### src/dfs_map.vh
// constants for the decimation filter sequencer
`ifndef DFS_MAP_VH
`define DFS_MAP_VH
`define DFS_ADDR_CTRL 12'h000
`define DFS_ADDR_DECIM 12'h004
`define DFS_ADDR_STAT 12'h008
`define DFS_ADDR_DATA 12'h00C
`define DFS_CTRL_SPEED 0
`define DFS_CTRL_FLT_LSB 1
`define DFS_CTRL_FLT_MSB 2
`define DFS_CTRL_CHSEL 3
`define DFS_CTRL_ENABLE 4
`define DFS_CTRL_RESET 32'h0000_0000
`define DFS_DECIM_RESET 11'h0_014
`define DFS_DECIM_MIN 11'h0_014
`define DFS_DECIM_MAX 11'h7_FF
`define DFS_DIV_SLOW 8'h7F
`define DFS_DIV_FAST_SPEED0 8'h7F
`define DFS_DIV_SPEED0 9'h0_80
`define DFS_DIV_SPEED1 9'h1_00
`define DFS_FLT_FAST 2'h0
`define DFS_FLT_SINC2 2'h1
`define DFS_FLT_SINC3 2'h2
`define DFS_FLT_AUTO 2'h3
`define DFS_FIFO_DEPTH 32
`define DFS_FIFO_AW 5
`endif

### src/dfs_fifo.v
// synchronous fifo with valid/ready on both sides
`timescale 1ns/100ps
`default_nettype none
module dfs_fifo #(
   parameter WIDTH = 32,
   parameter DEPTH = 32,
   parameter AW = 5
) (
   input wire pclk,
   input wire presetn,
   input wire [WIDTH-1:0] in_data,
   input wire in_valid,
   output wire in_ready,
   output wire [WIDTH-1:0] out_data,
   output wire out_valid,
   input wire out_ready
);
   reg [WIDTH-1:0] mem [0:DEPTH-1];
   reg [AW:0] wr_ptr_reg;
   reg [AW:0] rd_ptr_reg;
   wire [AW:0] count;
   wire push;
   wire pop;
   assign count = wr_ptr_reg - rd_ptr_reg;
   assign in_ready = (count != DEPTH[AW:0]);
   assign out_valid = (count != {(AW+1){1'b0}});
   assign push = in_valid && in_ready;
   assign pop = out_valid && out_ready;
   assign out_data = mem[rd_ptr_reg[AW-1:0]];
   always @(posedge pclk) begin
      if (push) begin
         mem[wr_ptr_reg[AW-1:0]] <= in_data;
      end
   end
   always @(posedge pclk or negedge presetn) begin
      if (!presetn) begin
         wr_ptr_reg <= {(AW+1){1'b0}};
         rd_ptr_reg <= {(AW+1){1'b0}};
      end else begin
         if (push) begin
            wr_ptr_reg <= wr_ptr_reg + 1'b1;
         end
         if (pop) begin
            rd_ptr_reg <= rd_ptr_reg + 1'b1;
         end
      end
   end
endmodule // dfs_fifo
`default_nettype wire

### src/dfs_top.v
// decimation filter sequencer with apb registers and output fifo
`include "dfs_map.vh"
`timescale 1ns/100ps
`default_nettype none
module dfs_top (
   input wire pclk,
   input wire presetn,
   input wire psel,
   input wire penable,
   input wire pwrite,
   input wire [11:0] paddr,
   input wire [31:0] pwdata,
   output reg [31:0] prdata,
   output wire pready,
   output wire pslverr,
   input wire mod_bit,
   output wire mod_strobe,
   output reg [31:0] word_data,
   output reg word_valid,
   output wire [31:0] fifo_data,
   output wire fifo_valid,
   input wire fifo_ready
);
   localparam ST_IDLE = 3'b001;
   localparam ST_RUN = 3'b010;
   localparam ST_FLUSH = 3'b100;
   reg [31:0] ctrl_reg;
   reg [10:0] decim_reg;
   reg [8:0] div_cnt_reg;
   reg [10:0] dec_cnt_reg;
   reg [2:0] state_reg;
   reg [1:0] auto_cnt_reg;
   reg chsel_d_reg;
   reg overflow_reg;
   reg [31:0] acc1_reg;
   reg [31:0] acc2_reg;
   reg [31:0] acc3_reg;
   reg [31:0] d1_reg;
   reg [31:0] d2_reg;
   reg [31:0] d3_reg;
   reg [31:0] d2b_reg;
   reg [31:0] d3b_reg;
   reg [31:0] d3c_reg;
   reg [1:0] settle_reg;
   reg [31:0] wdata_next;
   reg [1:0] flt_next;
   wire [8:0] div_len;
   wire mod_tick;
   wire period_end;
   wire [1:0] flt_sel;
   wire chsel_edge;
   wire [31:0] in_val;
   wire [31:0] c1;
   wire [31:0] c2;
   wire [31:0] c3;
   wire [31:0] d2_x2;
   wire [31:0] d3_x3;
   wire [31:0] d3b_x3;
   wire [31:0] sinc2_word;
   wire [31:0] sinc3_word;
   wire fifo_in_ready;
   wire wr_en;
   wire rd_en;
   wire [10:0] wr_decim;
   // modulator tick from the oscillator clock
   assign div_len = ctrl_reg[`DFS_CTRL_SPEED] ? `DFS_DIV_SPEED1 :
      `DFS_DIV_SPEED0;
   assign mod_tick = (state_reg != ST_IDLE) &&
      (div_cnt_reg == div_len - 9'h0_01);
   assign mod_strobe = mod_tick;
   assign period_end = mod_tick && (dec_cnt_reg == decim_reg - 11'h0_01);
   // bit 1 counts +1, bit 0 counts -1, so the sign follows the input
   assign in_val = mod_bit ? 32'h0000_0001 : 32'hFFFF_FFFF;
   assign flt_sel = ctrl_reg[`DFS_CTRL_FLT_MSB:`DFS_CTRL_FLT_LSB];
   assign chsel_edge = ctrl_reg[`DFS_CTRL_CHSEL] != chsel_d_reg;
   // integrators at the modulator rate, combs taken at each period end
   assign c1 = acc1_reg + in_val;
   assign c2 = acc2_reg + c1;
   assign c3 = acc3_reg + c2;
   assign d2_x2 = {d2_reg[30:0], 1'b0};
   assign d3_x3 = d3_reg + {d3_reg[30:0], 1'b0};
   assign d3b_x3 = d3b_reg + {d3b_reg[30:0], 1'b0};
   // sums wrap freely; sinc3 words outgrow 32 bits above a ratio of 1290
   assign sinc2_word = c2 - d2_x2 + d2b_reg;
   assign sinc3_word = c3 - d3_x3 + d3b_x3 - d3c_reg;
   assign wr_en = psel && penable && pwrite;
   assign rd_en = psel && !penable && !pwrite;
   assign pready = 1'b1;
   assign pslverr = 1'b0;
   assign wr_decim = (pwdata[10:0] < `DFS_DECIM_MIN) ? `DFS_DECIM_MIN :
      pwdata[10:0];
   // effective response for the current reading
   always @* begin
      flt_next = flt_sel;
      if (flt_sel == `DFS_FLT_AUTO) begin
         if (auto_cnt_reg < 2'd2) begin
            flt_next = `DFS_FLT_FAST;
         end else if (auto_cnt_reg == 2'd2) begin
            flt_next = `DFS_FLT_SINC2;
         end else begin
            flt_next = `DFS_FLT_SINC3;
         end
      end
   end
   always @* begin
      case (flt_next)
         `DFS_FLT_FAST: wdata_next = c1 - d1_reg;
         `DFS_FLT_SINC2: wdata_next = sinc2_word;
         default: wdata_next = sinc3_word;
      endcase
   end
   // apb registers
   always @(posedge pclk or negedge presetn) begin
      if (!presetn) begin
         ctrl_reg <= `DFS_CTRL_RESET;
         decim_reg <= `DFS_DECIM_RESET;
      end else if (wr_en) begin
         case (paddr)
            `DFS_ADDR_CTRL: ctrl_reg <= {27'h000_0000, pwdata[4:0]};
            `DFS_ADDR_DECIM: decim_reg <= wr_decim;
            default: ctrl_reg <= ctrl_reg;
         endcase
      end
   end
   always @(posedge pclk or negedge presetn) begin
      if (!presetn) begin
         prdata <= 32'h0000_0000;
      end else if (rd_en) begin
         case (paddr)
            `DFS_ADDR_CTRL: prdata <= ctrl_reg;
            `DFS_ADDR_DECIM: prdata <= {21'h00_0000, decim_reg};
            `DFS_ADDR_STAT: prdata <= {24'h00_0000, 1'b0, state_reg,
               settle_reg, overflow_reg, fifo_valid};
            `DFS_ADDR_DATA: prdata <= word_data;
            default: prdata <= 32'h0000_0000;
         endcase
      end
   end
   // sequencer: idle until enabled, flush on disable
   always @(posedge pclk or negedge presetn) begin
      if (!presetn) begin
         state_reg <= ST_IDLE;
      end else begin
         case (state_reg)
            ST_IDLE: if (ctrl_reg[`DFS_CTRL_ENABLE]) begin
               state_reg <= ST_RUN;
            end
            ST_RUN: if (!ctrl_reg[`DFS_CTRL_ENABLE]) begin
               state_reg <= ST_FLUSH;
            end
            ST_FLUSH: state_reg <= ST_IDLE;
            default: state_reg <= ST_IDLE;
         endcase
      end
   end
   // dividers and decimation counter
   always @(posedge pclk or negedge presetn) begin
      if (!presetn) begin
         div_cnt_reg <= 9'h0_00;
         dec_cnt_reg <= 11'h0_00;
      end else if (state_reg != ST_RUN) begin
         div_cnt_reg <= 9'h0_00;
         dec_cnt_reg <= 11'h0_00;
      end else begin
         div_cnt_reg <= mod_tick ? 9'h0_00 : div_cnt_reg + 9'h0_01;
         if (period_end || chsel_edge) begin
            dec_cnt_reg <= 11'h0_00;
         end else if (mod_tick) begin
            dec_cnt_reg <= dec_cnt_reg + 11'h0_01;
         end
      end
   end
   // running sums and one-period delay lines
   always @(posedge pclk or negedge presetn) begin
      if (!presetn) begin
         acc1_reg <= 32'h0000_0000;
         acc2_reg <= 32'h0000_0000;
         acc3_reg <= 32'h0000_0000;
         d1_reg <= 32'h0000_0000;
         d2_reg <= 32'h0000_0000;
         d3_reg <= 32'h0000_0000;
         d2b_reg <= 32'h0000_0000;
         d3b_reg <= 32'h0000_0000;
         d3c_reg <= 32'h0000_0000;
      end else if (state_reg != ST_RUN || chsel_edge) begin
         acc1_reg <= 32'h0000_0000;
         acc2_reg <= 32'h0000_0000;
         acc3_reg <= 32'h0000_0000;
         d1_reg <= 32'h0000_0000;
         d2_reg <= 32'h0000_0000;
         d3_reg <= 32'h0000_0000;
         d2b_reg <= 32'h0000_0000;
         d3b_reg <= 32'h0000_0000;
         d3c_reg <= 32'h0000_0000;
      end else if (mod_tick) begin
         acc1_reg <= c1;
         acc2_reg <= c2;
         acc3_reg <= c3;
         if (period_end) begin
            d1_reg <= c1;
            d2_reg <= c2;
            d2b_reg <= d2_reg;
            d3_reg <= c3;
            d3b_reg <= d3_reg;
            d3c_reg <= d3b_reg;
         end
      end
   end
   // auto sequence counter and settling count
   always @(posedge pclk or negedge presetn) begin
      if (!presetn) begin
         auto_cnt_reg <= 2'd0;
         settle_reg <= 2'd0;
         chsel_d_reg <= 1'b0;
      end else begin
         chsel_d_reg <= ctrl_reg[`DFS_CTRL_CHSEL];
         if (chsel_edge || state_reg != ST_RUN) begin
            auto_cnt_reg <= 2'd0;
            settle_reg <= 2'd0;
         end else if (period_end) begin
            if (auto_cnt_reg != 2'd3) begin
               auto_cnt_reg <= auto_cnt_reg + 2'd1;
            end
            if (settle_reg != 2'd3) begin
               settle_reg <= settle_reg + 2'd1;
            end
         end
      end
   end
   // output word, strobe and overflow flag
   always @(posedge pclk or negedge presetn) begin
      if (!presetn) begin
         word_data <= 32'h0000_0000;
         word_valid <= 1'b0;
         overflow_reg <= 1'b0;
      end else begin
         word_valid <= period_end && state_reg == ST_RUN;
         if (period_end && state_reg == ST_RUN) begin
            word_data <= wdata_next;
         end
         if (word_valid && !fifo_in_ready) begin
            overflow_reg <= 1'b1;
         end else if (wr_en && paddr == `DFS_ADDR_STAT && pwdata[1]) begin
            overflow_reg <= 1'b0;
         end
      end
   end
   dfs_fifo #(
      .WIDTH(32),
      .DEPTH(`DFS_FIFO_DEPTH),
      .AW(`DFS_FIFO_AW)
   ) dfs_fifo_i (
      .pclk(pclk),
      .presetn(presetn),
      .in_data(word_data),
      .in_valid(word_valid),
      .in_ready(fifo_in_ready),
      .out_data(fifo_data),
      .out_valid(fifo_valid),
      .out_ready(fifo_ready)
   );
endmodule // dfs_top
`default_nettype wire

### config.mk
export PLATFORM = sky130hd
export DESIGN_NAME = dfs_top
export DESIGN_NICKNAME = d
export VERILOG_FILES = /design/src/dfs_fifo.v /design/src/dfs_top.v
export VERILOG_INCLUDE_DIRS = /design/src /design/src/src
export SDC_FILE = /design/constraint.sdc
export NUM_CORES = 2
export LEC_CHECK = 0
export BUFFER_PORTS_ARGS = -buffer_cell sky130_fd_sc_hd__clkbuf_2
export CORE_MARGIN = 2
export CORE_UTILIZATION = 50
export CTS_CLUSTER_SIZE = 24
export DETAILED_ROUTE_END_ITERATION = 7
export GPL_ROUTABILITY_DRIVEN = 0
export HOLD_SLACK_MARGIN = 0.05
export PLACE_DENSITY = 0.69
export SLEW_MARGIN = 20
export SYNTH_ARGS = -nofsm -noshare
export SYNTH_HDL_FRONTEND = slang
export SYNTH_SLANG_ARGS = --single-unit
### constraint.sdc
create_clock -name pclk -period 9.35 [get_ports pclk]
set_clock_uncertainty 0.1 [all_clocks]
set_input_delay 0.4675 -clock pclk [delete_from_list [all_inputs] [get_ports pclk]]
set_output_delay 0.4675 -clock pclk [all_outputs]
set_load 0.1 [all_outputs]
==> results.md <==
* Mapped cell area at 0.0682 mm²
* Hold_ws at 0.154 ns
* Placed cell areas at 0.0736 mm²
* Routed wl met3 at 14.6 mm
* Post-route ant nets at 0
* Final HPWL DP at 113 mm
* Storage element area at 0.0410 mm²
* Mapped Avg Cell Area at between 10 and 15 µm²
* Worst slew margin at 0.241
* Synth cell types at 85
* M1 wire length at ~73 mm
* Vias in the first global route at 43.5k
* Crit-path max cell delay at 0.51 ns
* Syn Nets at 5188
* Maximum clock insertion buffer count at 3
* Clock-pin transition on the worst setup and hold timing paths at 0.06 ns
* Synth Warn # at 0
* Clk Latency, worst-skew pair at around 0.80 ns
* GRT overflow at 0
* Crit path max fanout at 4
* Multi-input gate area at 0.0264 mm²
* Leak pwr at 0.0326 µW
* Number of synthesized register bits at 1434
* Max Cap Viol at 0
* Final Setup Violations at 0
* Least-Margin Pin Slew at 1.14 ns
* Drt total wl at 180 mm
* Share of cells above drive strength 1 at 0.229
* IO buf count at 128
* Starting Density at 0.504
* Crit-path slowest cell: fa_1
* Die X-Extent at 373 µm
* RSZ-0062 raised after global routing: true
* Area delta synth->final at 16.1%
* Most used cell, CP: a21o_1
* Synth Flop Type: edfxtp_1
* Peak Freq at between 100 and 150 MHz
* Die Span Y at ~370 µm
* Die area at 0.139 mm²
* Min-Delay Path Class: input port to asynchronous set/reset pin
* Post-route cell area at 0.0792 mm²
* Status: finished clean
* CP startpoint kind: register
* Fillers at 10.3k
* Power Dens Cells at 187 mW/mm²
* NumNets Final at 5677
* Leading area contributor after synthesis: edfxtp_1
* Tmin final at 9.05 ns
* Total number of vias at 42.9k
* Setup TNS at 0 ns
* Final Hold Vio Count at 0
* Cell row count at around 140
* Ys async rst share at 0.286
* Synth top cells by count: edfxtp_1, nand2_1, dfrtp_1
* H-tree depth at 4
* Post-synthesis sequential area ratio at 0.601
* Syn Inst Count at around 4.8k
* Ranking of synthesized cells by area: edfxtp_1, dfrtp_1, mux4_2
* DR iter-0 viols at 4673
* Power, Total at 14800 µW
* Num CTS Buffers at approximately 150
* Crit Path Class: register to register
* First drt pass iteration count at 6
* Max VDD drop at 272 µV
* Core footprint at 0.135 mm²
* Setup crit end kind: register
* CTS sink count at 1434
* Fin crit share at 0.968
* Root Buffer: clkbuf_16
* Slew Viols, Final at 0
* Routed wl met2 at 86.2 mm
* Utilization after layout at 0.584
* Routed WL per cell at ~25 µm
* Worst Path Arrival at 9.68 ns
* Area share of the largest cell type after synthesis at 0.451
* First-pass GRT wire length at 272 mm
* Vias per inst at 5.99
* Post-synth EDFFs at 1024
* Antenna violations before repair at 8
* Top routing layer used: met5
* Ports at 152
* Total GRT Usage at 0.260
* WP data required at 9.98 ns
* Drc violations at 0
* Max FFs per register at 1024
* TritonCTS clock tree: built
* Most frequent cell after synthesis: edfxtp_1
* Largest net degree at the start of global routing at 146
[kinds of logic (layout without fill, tap and decap cells)]
group	Yosys count	in the layout	share of synthesized area
compound gates	899	899	0.0816
xor+xnor	220	220	0.0287
fa+ha+maj	367	367	0.0844
buf+inv	442	1051	0.0253
flops	1434	1434	0.601
mux	343	343	0.110
other cells	2	3	0.000110
simple gates	1063	1063	0.0686
[layout by cell type (no fill, tap or decap), drive strengths merged, types with 48 or more instances in the layout]
| cell type | n |
|---|---|
| xor2 | 70 |
| ha | 212 |
| dfrtp | 407 |
| a21o | 83 |
| nand3 | 56 |
| mux4 | 325 |
| clkbuf | 339 |
| nor2 | 275 |
| nand2 | 515 |
| xnor2 | 148 |
| fa | 155 |
| a22o | 48 |
| a21oi | 295 |
| edfxtp | 1024 |
| inv | 250 |
| o21ai | 240 |
| buf | 381 |
[cell type report]
class                           instances  share of cell area
Multi-Input combinational cell       2894               0.333
Clock buffer                          212              0.0522
Tap cell                             1781              0.0281
Sequential cell                      1434               0.518
Antenna cell                            1           0.0000316
Clock inverter                         59             0.00858
Inverter                              247              0.0118
Timing Repair Buffer                  533              0.0479
[path summary, 6_finish.rpt]
check                            start                  endpoint  slack, ns  cells past startpoint
max                        acc1_reg[8]             word_data[31]       0.30                     43
min                            presetn            div_cnt_reg[7]       0.15                      2
max reg2reg                acc1_reg[8]             word_data[31]       0.30                     43
min reg2reg                 d2_reg[31]                d2_reg[31]       0.38                      2
max in group asynchronous      presetn  dfs_fifo_i.rd_ptr_reg[2]       7.38                      3
min in group pclk               pwrite               ctrl_reg[1]       0.16                      4
[report_power, final]
part / leakage, µW / total, µW / switching, µW / internal [µW]
logic: 0.0129 / 2030 / 1180 / 852
registers: 0.0173 / 6890 / 127 / 6760
clock network: 0.00232 / 5850 / 2560 / 3290
total: 0.0326 / 14800 / 3870 / 10900
[repair_timing]
action,4_1_cts,5_1_grt
buffers inserted,0,12
gates resized for setup,1,90
pin swaps,0,56
hold buffers,25,0
setup endpoints to repair,1,13
hold endpoints to repair,105,0
[per-stage QoR]
stage / cells / setup WS (ns)
CTS: 7149 / 0.00174
floorplan: 4770 / -0.0323
global route: 7160 / -0.206
finish: 7161 / 0.296
global placement: 6853 / -0.379
detailed placement: 6853 / -0.439
[routing by layer]
layer,track usage,vias up
met4,0.0826,6
met3,0.0428,321
met5,0,-
met1,0.362,21939
met2,0.422,1849
li1,-,18798
[worst max-delay path: cells and delay by family (launching register included)]
family	cells	cell delay (ns)
AO/OA/AOI/OAI	21	4.08
XOR/XNOR	5	0.80
adder cells (fa/ha/maj)	7	2.30
buffers and inverters	4	0.47
flip-flops	1	0.41
AND/OR/NAND/NOR	6	0.82
Note: power is estimated with default switching activity, not from simulation.
